[config.mk]
export PLATFORM = sky130hd
export DESIGN_NAME = pio_port_io_pin_routing
export DESIGN_NICKNAME = d
export VERILOG_FILES = /design/src/rtl/pio_pkg.sv /design/src/rtl/pio_port_io_pin_routing.sv /design/src/rtl/pio_osc_valid.sv
export SDC_FILE = /design/constraint.sdc
export NUM_CORES = 1
export LEC_CHECK = 0
export BUFFER_PORTS_ARGS = -buffer_cell sky130_fd_sc_hd__buf_2
export CORE_MARGIN = 2
export CORE_UTILIZATION = 40
export CTS_CLUSTER_SIZE = 10
export DETAILED_ROUTE_END_ITERATION = 8
export GPL_ROUTABILITY_DRIVEN = 0
export GPL_TIMING_DRIVEN = 1
export PLACE_DENSITY = 0.62
export SLEW_MARGIN = 20
export SYNTH_ARGS = -nofsm -noshare
export SYNTH_HDL_FRONTEND = slang
export SYNTH_SLANG_ARGS = --single-unit
[constraint.sdc]
create_clock -name aclk -period 2.6 [get_ports aclk]
set_input_delay 0.52 -clock aclk [delete_from_list [all_inputs] [get_ports aclk]]
set_output_delay 0.52 -clock aclk [all_outputs]
set_load 0.01 [all_outputs]
[src/rtl/pio_pkg.sv]
// package: register map, field positions, reset values, timing for port routing
package pio_pkg;
   // register byte addresses on the axi4-lite bus
   localparam logic [7:0] PIO_ADDR_ROUTE = 8'h00;
   localparam logic [7:0] PIO_ADDR_OUT_CFG = 8'h04;
   localparam logic [7:0] PIO_ADDR_IN_MODE = 8'h08;
   localparam logic [7:0] PIO_ADDR_LATCH = 8'h0C;
   localparam logic [7:0] PIO_ADDR_PIN_IN = 8'h10;
   localparam logic [7:0] PIO_ADDR_OSC_CTRL = 8'h14;
   localparam logic [7:0] PIO_ADDR_IRQ_STAT = 8'h18;
   localparam logic [7:0] PIO_ADDR_IRQ_EN = 8'h1C;
   localparam logic [7:0] PIO_ADDR_IRQ_CLR = 8'h20;
   // routing register fields
   localparam int PIO_RT_TIMER2_CAPTURE_INPUT = 7;
   localparam int PIO_RT_T2 = 6;
   localparam int PIO_RT_T1 = 5;
   localparam int PIO_RT_T0 = 4;
   localparam int PIO_RT_EXT_IRQ1_INPUT = 3;
   localparam int PIO_RT_EXT_IRQ0_INPUT = 2;
   localparam int PIO_RT_UNUSED = 1;
   localparam int PIO_RT_UART = 0;
   localparam logic [7:0] PIO_RT_WMASK = 8'hFD;
   // pin positions on port 0
   localparam int PIO_PIN_TX = 0;
   localparam int PIO_PIN_RX = 1;
   localparam int PIO_PIN_EXT_IRQ0_INPUT = 2;
   localparam int PIO_PIN_EXT_IRQ1_INPUT = 3;
   localparam int PIO_PIN_T0 = 4;
   localparam int PIO_PIN_T1 = 5;
   localparam int PIO_PIN_T2 = 6;
   localparam int PIO_PIN_TIMER2_CAPTURE_INPUT = 7;
   // oscillator control fields
   localparam int PIO_OSC_EN = 0;
   localparam int PIO_OSC_VALID = 7;
   localparam int PIO_OSC_FCN_LO = 1;
   localparam int PIO_OSC_FCN_HI = 3;
   // interrupt status bits
   localparam int PIO_IRQ_OSC = 0;
   localparam int PIO_IRQ_W = 1;
   // reset values
   localparam logic [7:0] PIO_RST_ROUTE = 8'h00;
   localparam logic [7:0] PIO_RST_OUT_CFG = 8'h00;
   localparam logic [7:0] PIO_RST_IN_MODE = 8'hFF;
   localparam logic [7:0] PIO_RST_LATCH = 8'hFF;
   // oscillator start-up time
   localparam int PIO_CLK_MHZ = 100;
   localparam int PIO_OSC_START_US = 1000;
   localparam int PIO_OSC_START_CYC = PIO_OSC_START_US * PIO_CLK_MHZ;
   // axi response codes
   localparam logic [1:0] PIO_RESP_OKAY = 2'h0;
   localparam logic [1:0] PIO_RESP_SLVERR = 2'h2;
endpackage

[src/rtl/pio_port_io_pin_routing.sv]
// port 0 pin routing, driver config, input mode, oscillator valid, axi-lite
`timescale 1ns/1ps
module pio_port_io_pin_routing
   import pio_pkg::*;
#(
   parameter int OSC_START_CYC = PIO_OSC_START_CYC
)
(
   input wire logic aclk,
   input wire logic aresetn,
   input wire logic [7:0] s_axi_awaddr,
   input wire logic s_axi_awvalid,
   output logic s_axi_awready,
   input wire logic [31:0] s_axi_wdata,
   input wire logic [3:0] s_axi_wstrb,
   input wire logic s_axi_wvalid,
   output logic s_axi_wready,
   output logic [1:0] s_axi_bresp,
   output logic s_axi_bvalid,
   input wire logic s_axi_bready,
   input wire logic [7:0] s_axi_araddr,
   input wire logic s_axi_arvalid,
   output logic s_axi_arready,
   output logic [31:0] s_axi_rdata,
   output logic [1:0] s_axi_rresp,
   output logic s_axi_rvalid,
   input wire logic s_axi_rready,
   input wire logic [7:0] pin_in,
   output logic [7:0] pin_out,
   output logic [7:0] pin_oe,
   output logic [7:0] pin_analog_en,
   input wire logic serial_tx,
   output logic serial_rx,
   output logic timer0_input,
   output logic timer1_input,
   output logic timer2_input,
   output logic timer2_capture_input,
   output logic ext_irq0_input,
   output logic ext_irq1_input,
   input wire logic ext_osc_running,
   output logic ext_osc_enable,
   output logic [2:0] ext_osc_freq_ctl,
   output logic irq
);
   typedef struct packed
   {
      logic aw_got;
      logic [7:0] aw_addr;
      logic w_got;
      logic [7:0] w_data;
      logic w_lane0;
      logic bvalid;
      logic [1:0] bresp;
      logic rvalid;
      logic [31:0] rdata;
      logic [1:0] rresp;
      logic [7:0] port0_route_reg;
      logic [7:0] port0_out_cfg;
      logic [7:0] port0_input_mode;
      logic [7:0] latch;
      logic [7:0] pin_sync;
      logic osc_en;
      logic [2:0] fcn;
      logic valid_d;
      logic [PIO_IRQ_W-1:0] irq_stat;
      logic [PIO_IRQ_W-1:0] irq_en;
      logic irq;
      logic [7:0] pin_out;
      logic [7:0] pin_oe;
      logic [7:0] analog;
      logic [7:0] periph_in;
      logic serial_rx;
   } pio_st_t;

   pio_st_t st;
   pio_st_t next_st;
   logic osc_valid_flag;
   logic [7:0] drive_val;
   logic [7:0] dig_in;
   logic wr_fire;
   logic [31:0] rd_word;
   logic rd_ok;
   logic valid_rise;
   logic [PIO_IRQ_W-1:0] clr_bits;

   ////////////////////////////////////////////////////////////////////////
   // oscillator valid timer
   pio_osc_valid #(
      .START_CYC(OSC_START_CYC)
   ) u_osc_valid (
      .aclk(aclk),
      .aresetn(aresetn),
      .osc_enable(st.osc_en),
      .osc_running(ext_osc_running),
      .osc_valid_flag(osc_valid_flag)
   );

   ////////////////////////////////////////////////////////////////////////
   // register read mux
   always_comb
   begin
      rd_word = 32'h00000000;
      rd_ok = 1'b1;
      unique case (s_axi_araddr)
         PIO_ADDR_ROUTE: rd_word[7:0] = st.port0_route_reg;
         PIO_ADDR_OUT_CFG: rd_word[7:0] = st.port0_out_cfg;
         PIO_ADDR_IN_MODE: rd_word[7:0] = st.port0_input_mode;
         PIO_ADDR_LATCH: rd_word[7:0] = st.latch;
         PIO_ADDR_PIN_IN: rd_word[7:0] = st.pin_sync;
         PIO_ADDR_OSC_CTRL:
         begin
            rd_word[PIO_OSC_EN] = st.osc_en;
            rd_word[PIO_OSC_FCN_HI:PIO_OSC_FCN_LO] = st.fcn;
            rd_word[PIO_OSC_VALID] = osc_valid_flag;
         end
         PIO_ADDR_IRQ_STAT: rd_word[PIO_IRQ_W-1:0] = st.irq_stat;
         PIO_ADDR_IRQ_EN: rd_word[PIO_IRQ_W-1:0] = st.irq_en;
         PIO_ADDR_IRQ_CLR: rd_word = 32'h00000000; // write-only
         default: rd_ok = 1'b0;
      endcase
   end

   ////////////////////////////////////////////////////////////////////////
   // pin driver and input path
   always_comb
   begin
      // routed serial transmit overrides the pin 0 latch
      drive_val = st.latch;
      if (st.port0_route_reg[PIO_RT_UART])
         drive_val[PIO_PIN_TX] = serial_tx;
      dig_in = st.pin_sync & st.port0_input_mode;
   end

   assign wr_fire = st.aw_got && st.w_got && !st.bvalid;
   assign valid_rise = osc_valid_flag && !st.valid_d;

   ////////////////////////////////////////////////////////////////////////
   // next state
   always_comb
   begin
      next_st = st;
      clr_bits = '0;
      next_st.pin_sync = pin_in;
      next_st.valid_d = osc_valid_flag;
      // write address and data captured in either order
      if (s_axi_awvalid && !st.aw_got)
      begin
         next_st.aw_got = 1'b1;
         next_st.aw_addr = s_axi_awaddr;
      end
      if (s_axi_wvalid && !st.w_got)
      begin
         next_st.w_got = 1'b1;
         next_st.w_data = s_axi_wdata[7:0];
         next_st.w_lane0 = s_axi_wstrb[0];
      end
      if (wr_fire)
      begin
         next_st.aw_got = 1'b0;
         next_st.w_got = 1'b0;
         next_st.bvalid = 1'b1;
         next_st.bresp = PIO_RESP_OKAY;
         if (st.w_lane0)
         begin
            unique case (st.aw_addr)
               PIO_ADDR_ROUTE:
                  next_st.port0_route_reg =
                     st.w_data & PIO_RT_WMASK;
               PIO_ADDR_OUT_CFG: next_st.port0_out_cfg = st.w_data;
               PIO_ADDR_IN_MODE: next_st.port0_input_mode = st.w_data;
               PIO_ADDR_LATCH: next_st.latch = st.w_data;
               PIO_ADDR_OSC_CTRL:
               begin
                  next_st.osc_en = st.w_data[PIO_OSC_EN];
                  next_st.fcn = st.w_data[PIO_OSC_FCN_HI:PIO_OSC_FCN_LO];
               end
               PIO_ADDR_IRQ_EN: next_st.irq_en = st.w_data[PIO_IRQ_W-1:0];
               PIO_ADDR_IRQ_CLR: clr_bits = st.w_data[PIO_IRQ_W-1:0];
               PIO_ADDR_PIN_IN, PIO_ADDR_IRQ_STAT: ;
               default: next_st.bresp = PIO_RESP_SLVERR;
            endcase
         end
         else if (!(st.aw_addr inside {PIO_ADDR_ROUTE, PIO_ADDR_OUT_CFG,
            PIO_ADDR_IN_MODE, PIO_ADDR_LATCH, PIO_ADDR_PIN_IN,
            PIO_ADDR_OSC_CTRL, PIO_ADDR_IRQ_STAT, PIO_ADDR_IRQ_EN,
            PIO_ADDR_IRQ_CLR}))
            next_st.bresp = PIO_RESP_SLVERR;
      end
      if (st.bvalid && s_axi_bready)
         next_st.bvalid = 1'b0;
      // read: one cycle after the address is taken
      if (s_axi_arvalid && !st.rvalid)
      begin
         next_st.rvalid = 1'b1;
         next_st.rdata = rd_word;
         next_st.rresp = rd_ok ? PIO_RESP_OKAY : PIO_RESP_SLVERR;
      end
      else if (st.rvalid && s_axi_rready)
         next_st.rvalid = 1'b0;
      // sticky status, set wins over clear
      next_st.irq_stat = (st.irq_stat & ~clr_bits);
      if (valid_rise)
         next_st.irq_stat[PIO_IRQ_OSC] = 1'b1;
      next_st.irq = |(next_st.irq_stat & next_st.irq_en);
      // open-drain drives only a low; latch one leaves pin floating
      for (int i = 0; i < 8; i++)
      begin
         next_st.pin_out[i] = drive_val[i];
         if (st.port0_out_cfg[i])
            next_st.pin_oe[i] = 1'b1;
         else
            next_st.pin_oe[i] = !drive_val[i];
      end
      next_st.analog = ~st.port0_input_mode;
      // peripheral inputs gated by their route bits
      next_st.periph_in = dig_in & st.port0_route_reg;
      next_st.serial_rx = st.port0_route_reg[PIO_RT_UART] ?
         dig_in[PIO_PIN_RX] : 1'b1;
   end

   ////////////////////////////////////////////////////////////////////////
   // state register
   always_ff @(posedge aclk)
   begin
      if (!aresetn)
      begin
         st <= '0;
         st.port0_route_reg <= PIO_RST_ROUTE;
         st.port0_out_cfg <= PIO_RST_OUT_CFG;
         st.port0_input_mode <= PIO_RST_IN_MODE;
         st.latch <= PIO_RST_LATCH;
         st.pin_out <= PIO_RST_LATCH;
         st.serial_rx <= 1'b1;
      end
      else
         st <= next_st;
   end

   ////////////////////////////////////////////////////////////////////////
   // outputs
   assign s_axi_awready = !st.aw_got;
   assign s_axi_wready = !st.w_got;
   assign s_axi_bvalid = st.bvalid;
   assign s_axi_bresp = st.bresp;
   assign s_axi_arready = !st.rvalid;
   assign s_axi_rvalid = st.rvalid;
   assign s_axi_rdata = st.rdata;
   assign s_axi_rresp = st.rresp;
   assign pin_out = st.pin_out;
   assign pin_oe = st.pin_oe;
   assign pin_analog_en = st.analog;
   assign serial_rx = st.serial_rx;
   assign timer0_input = st.periph_in[PIO_PIN_T0];
   assign timer1_input = st.periph_in[PIO_PIN_T1];
   assign timer2_input = st.periph_in[PIO_PIN_T2];
   assign timer2_capture_input = st.periph_in[PIO_PIN_TIMER2_CAPTURE_INPUT];
   assign ext_irq0_input = st.periph_in[PIO_PIN_EXT_IRQ0_INPUT];
   assign ext_irq1_input = st.periph_in[PIO_PIN_EXT_IRQ1_INPUT];
   assign ext_osc_enable = st.osc_en;
   assign ext_osc_freq_ctl = st.fcn;
   assign irq = st.irq;

   ////////////////////////////////////////////////////////////////////////
   // checks
   a_od_high_float: assert property (@(posedge aclk) disable iff (!aresetn)
      (!st.port0_out_cfg[PIO_PIN_T0] && st.latch[PIO_PIN_T0]) |=>
      !pin_oe[PIO_PIN_T0])
      else $error("open-drain high pin is driven");
   a_pp_drives: assert property (@(posedge aclk) disable iff (!aresetn)
      st.port0_out_cfg[PIO_PIN_T1] |=> pin_oe[PIO_PIN_T1])
      else $error("push-pull pin not driven");
   a_t0_route: assert property (@(posedge aclk) disable iff (!aresetn)
      (st.port0_route_reg[PIO_RT_T0] && st.port0_input_mode[PIO_PIN_T0])
      |=> timer0_input == $past(st.pin_sync[PIO_PIN_T0], 1))
      else $error("timer0 not routed from pin 4");
   a_t1_unrouted: assert property (@(posedge aclk) disable iff (!aresetn)
      !st.port0_route_reg[PIO_RT_T1] |=> !timer1_input)
      else $error("unrouted timer1 input active");
   a_bit1_zero: assert property (@(posedge aclk) disable iff (!aresetn)
      !st.port0_route_reg[PIO_RT_UNUSED])
      else $error("route bit 1 not zero");
   a_analog_mode: assert property (@(posedge aclk) disable iff (!aresetn)
      ##1 pin_analog_en == ~$past(st.port0_input_mode))
      else $error("analog enable mismatch");
   a_digital_gate: assert property (@(posedge aclk) disable iff (!aresetn)
      !st.port0_input_mode[PIO_PIN_EXT_IRQ0_INPUT] |=> !ext_irq0_input)
      else $error("analog pin feeds digital input");
   a_reset_state: assert property (@(posedge aclk)
      !aresetn |=> (pin_out == PIO_RST_LATCH && pin_oe == 8'h00
      && pin_analog_en == 8'h00))
      else $error("bad pin state after reset");
   a_tx_routed: assert property (@(posedge aclk) disable iff (!aresetn)
      st.port0_route_reg[PIO_RT_UART] |=>
      pin_out[PIO_PIN_TX] == $past(serial_tx))
      else $error("serial tx not on pin 0");
endmodule // pio_port_io_pin_routing

[src/rtl/pio_osc_valid.sv]
// oscillator stability timer: raises valid after a start-up count
`timescale 1ns/1ps
module pio_osc_valid
   import pio_pkg::*;
#(
   parameter int START_CYC = PIO_OSC_START_CYC
)
(
   input wire logic aclk,
   input wire logic aresetn,
   input wire logic osc_enable,
   input wire logic osc_running,
   output logic osc_valid_flag
);
   typedef struct packed
   {
      logic [23:0] count;
      logic valid;
   } pio_ov_t;

   pio_ov_t st;
   pio_ov_t next_st;

   ////////////////////////////////////////////////////////////////////////
   // count stable running time, drop on disable or stop
   always_comb
   begin
      next_st = st;
      if (!osc_enable || !osc_running)
      begin
         next_st.count = 24'h000000;
         next_st.valid = 1'b0;
      end
      else if (st.count >= 24'(START_CYC - 1))
         next_st.valid = 1'b1;
      else
         next_st.count = st.count + 24'h000001;
   end

   always_ff @(posedge aclk)
   begin
      if (!aresetn)
         st <= '0;
      else
         st <= next_st;
   end

   assign osc_valid_flag = st.valid;

   a_valid_needs_run: assert property (@(posedge aclk) disable iff (!aresetn)
      osc_valid_flag |-> osc_enable || $past(osc_enable))
      else $error("valid without enabled oscillator");
endmodule // pio_osc_valid

==> impl_metrics.tcl <==
set metrics [dict create \
    fin_util 0.465 \
    min_period_ns 2.32 \
    ys_async_sr_fraction 0 \
    cts.repair.resized 0 \
    routed_via_density 5.08 \
    drtIter0Drc 290 \
    yosys_warnings 0 \
    htree_levels 4 \
    cts_tree "done" \
    die_width_microns 125 \
    path_clk_slew_ns 0.06 \
    p_leak_nw 2.70 \
    grt_pass1_vias 4331 \
    hp-class "in2reg" \
    drcViolationCount 0 \
    path_buf_inv 0 \
    area_growth_syn_to_layout_pct 15.0 \
    drv_cap 0 \
    power_density_nw_per_um2 734 \
    row_count 44 \
    io_buffers 92 \
    num_vias 4512 \
    grtUsageTotal 0.176 \
    ys_ff_latch 134 \
    syn_area_sq_um 5810 \
    die_area_sq_um 15500 \
    root_buffer "clkbuf_16" \
    nFillCells 1401 \
    clock_latency_ns 0.42 \
    cp_max_fo 24 \
    ant_nets 0 \
    synth-edff-count 0 \
    drive_gt1_frac 0.212 \
    hpwl_microns 9490 \
    cpPeakStageDelay_ns 0.62 \
    grt_max_degree 60 \
    grt_pass1_wl_microns 21900 \
    post-cts-setup-buffers 0 \
    antenna_found_initial 0 \
    worst_clock_skew_ns 0.00622 \
    synth_ff_type "dfxtp_1" \
    cts_buffers 17 \
    final-hold-violation-count 0 \
    synthDistinctLibCells 55 \
    crit_required_ns 2.94 \
    ir_drop_mv 0.430 \
    grt_overflow 0 \
    firstDrtPassIters 4 \
    fmax_ghz 0.431 \
    dieHeight_microns 125 \
    maxSlewViolCount 0 \
    n_antenna_cell 0 \
    path_class "reg2reg" \
    outcome "finished clean" \
    crit_top_cell "or4_1" \
    stdcell_area_sq_um 6680 \
    final.setup.tns_ns 0 \
    wl_microns 13300 \
    finalPower_mw 4.90 \
    ys_seq_area_frac 0.462 \
    crit_chain "or4_1, o211a_1, or4_1, a21oi_1" \
    clock-sinks 134 \
    cp.arrival_ns 2.66 \
    worstMarginPinSlew_ns 0.710 \
    cp-end-kind "register" \
    slew_headroom 0.526 \
    initial_core_util 0.404 \
    fin_crit_sh 0.891 \
    worstSetupStartpointType "register" \
    crit_family "simple AND/OR/NAND/NOR gates" \
    io_pins 146 \
    num-nets-final 761 \
    dpl_cell_area_sq_um 6060 \
    cp_slowest_cell "or4_1" \
    avgSynthCellArea_sq_um 9.02 \
    core_area_sq_um 14400 \
    rsz0062_at_grt "false" \
    avgRoutedWirePerCell_microns 15.0 \
    clk_path_buf_depth 2 \
    syn_inst 644 \
    hold_buffers 0 \
    final-setup-viol-count 0 \
]
## cell usage after synthesis, types with 3 or more instances
cell	n	area, sq um
dfxtp_1	134	2680
nand2_1	69	259
buf_4	63	473
nand3_1	48	240
a21oi_1	36	180
mux2i_1	33	330
clkbuf_1	31	116
o21ai_0	31	155
nor2_1	27	101
nand2b_1	20	125
and2_1	18	113
inv_1	15	56.3
and4_1	8	70.1
nor2b_1	8	50.1
nor4_1	8	50.1
and3_1	7	43.8
mux2_2	6	67.6
o22ai_1	6	37.5
or4_1	6	45.0
nand4_1	5	31.3
a22oi_1	4	30.0
a31oi_1	4	25.0
buf_2	4	20.0
nor3_1	4	20.0
o31ai_1	4	30.0
a221oi_1	3	26.3
mux4_2	3	67.6
nor4b_2	3	45.0
o311ai_0	3	26.3
o41ai_1	3	26.3
## flip-flops by register name, summed over array words and instances, names as in the netlist
name                        count
st                             54
u_osc_valid.st                 24
pin_analog_en                   8
pin_oe                          8
pin_out                         8
s_axi_rdata                     8
drive_val                       7
ext_osc_freq_ctl                3
ext_irq0_input                  1
ext_irq1_input                  1
ext_osc_enable                  1
irq                             1
s_axi_bresp                     1
s_axi_bvalid                    1
s_axi_rresp                     1
s_axi_rvalid                    1
serial_rx                       1
timer0_input                    1
timer1_input                    1
timer2_capture_input            1
timer2_input                    1
u_osc_valid.osc_valid_flag      1
## cells in the final DEF (no fill, tap or decap), drive strengths merged, types with 3 or more instances in the layout
cell    count
a21oi      36
a221oi      3
a22oi       4
a31oi       4
and2       18
and3        7
and4        8
buf       104
bufinv      4
clkbuf     21
clkinv      3
conb       26
dfxtp     134
inv        17
mux2        6
mux2i      33
mux4        3
nand2      69
nand2b     20
nand3      48
nand4       5
nor2       28
nor2b       8
nor3        4
nor4        9
nor4b       4
o21ai      32
o22ai       6
o311ai      3
o31ai       4
o41ai       3
or4         7
## report_power, final
group | internal (mW) | switching, mW | total (mW)
logic | 0.0958 | 0.164 | 0.260
registers | 2.09 | 0.0344 | 2.12
clock network | 1.63 | 0.891 | 2.52
## final timing paths
kind | end | slack [ns] | cells after the start | start
setup / recovery | u_osc_valid.st[13] | 0.28 | 4 | u_osc_valid.st[12]
hold / removal | s_axi_rvalid | 0.29 | 2 | s_axi_rready
setup reg to reg | u_osc_valid.st[13] | 0.28 | 4 | u_osc_valid.st[12]
hold reg to reg | u_osc_valid.st[23] | 0.46 | 1 | u_osc_valid.st[23]
## cell type report
cell class	count	area, sq um	area share
Clock buffer	21	450	0.0674
Inverter	15	56.3	0.00843
Tap cell	184	230	0.0345
Sequential cell	134	2680	0.401
Multi-Input combinational cell	419	2540	0.380
Timing Repair Buffer	104	551	0.0824
Clock inverter	11	171	0.0257
## layer usage
layer | global-route usage | vias up | routed length (microns)
li1 | - | 2267 | -
met1 | 0.237 | 2089 | 6380
met2 | 0.266 | 137 | 5940
met3 | 0.0503 | 19 | 775
met4 | 0.0701 | 0 | 226
met5 | 0 | - | 0
## logic make-up (layout without fill, tap and decap cells)
kind of cell | Yosys count | in the layout | share of synthesized area
DFF | 134 | 134 | 0.462
buffers and inverters | 116 | 151 | 0.118
muxes | 42 | 42 | 0.0801
other | 1 | 26 | 0.000645
AOI/OAI and AO/OA | 108 | 108 | 0.113
and+or+nand+nor | 242 | 242 | 0.225
adders and majority gates | 1 | 1 | 0.00215
## stage by stage
step,hold WS [ns],cells,setup slack [ns]
6_report,0.294,888,0.282
5_1_grt,0.291,888,0.199
4_1_cts,0.276,888,0.303
3_5_place_dp,0.444,856,0.334
3_3_place_gp,0.442,856,0.380
2_1_floorplan,0.403,669,0.692
(Power assumes the default switching activity.)
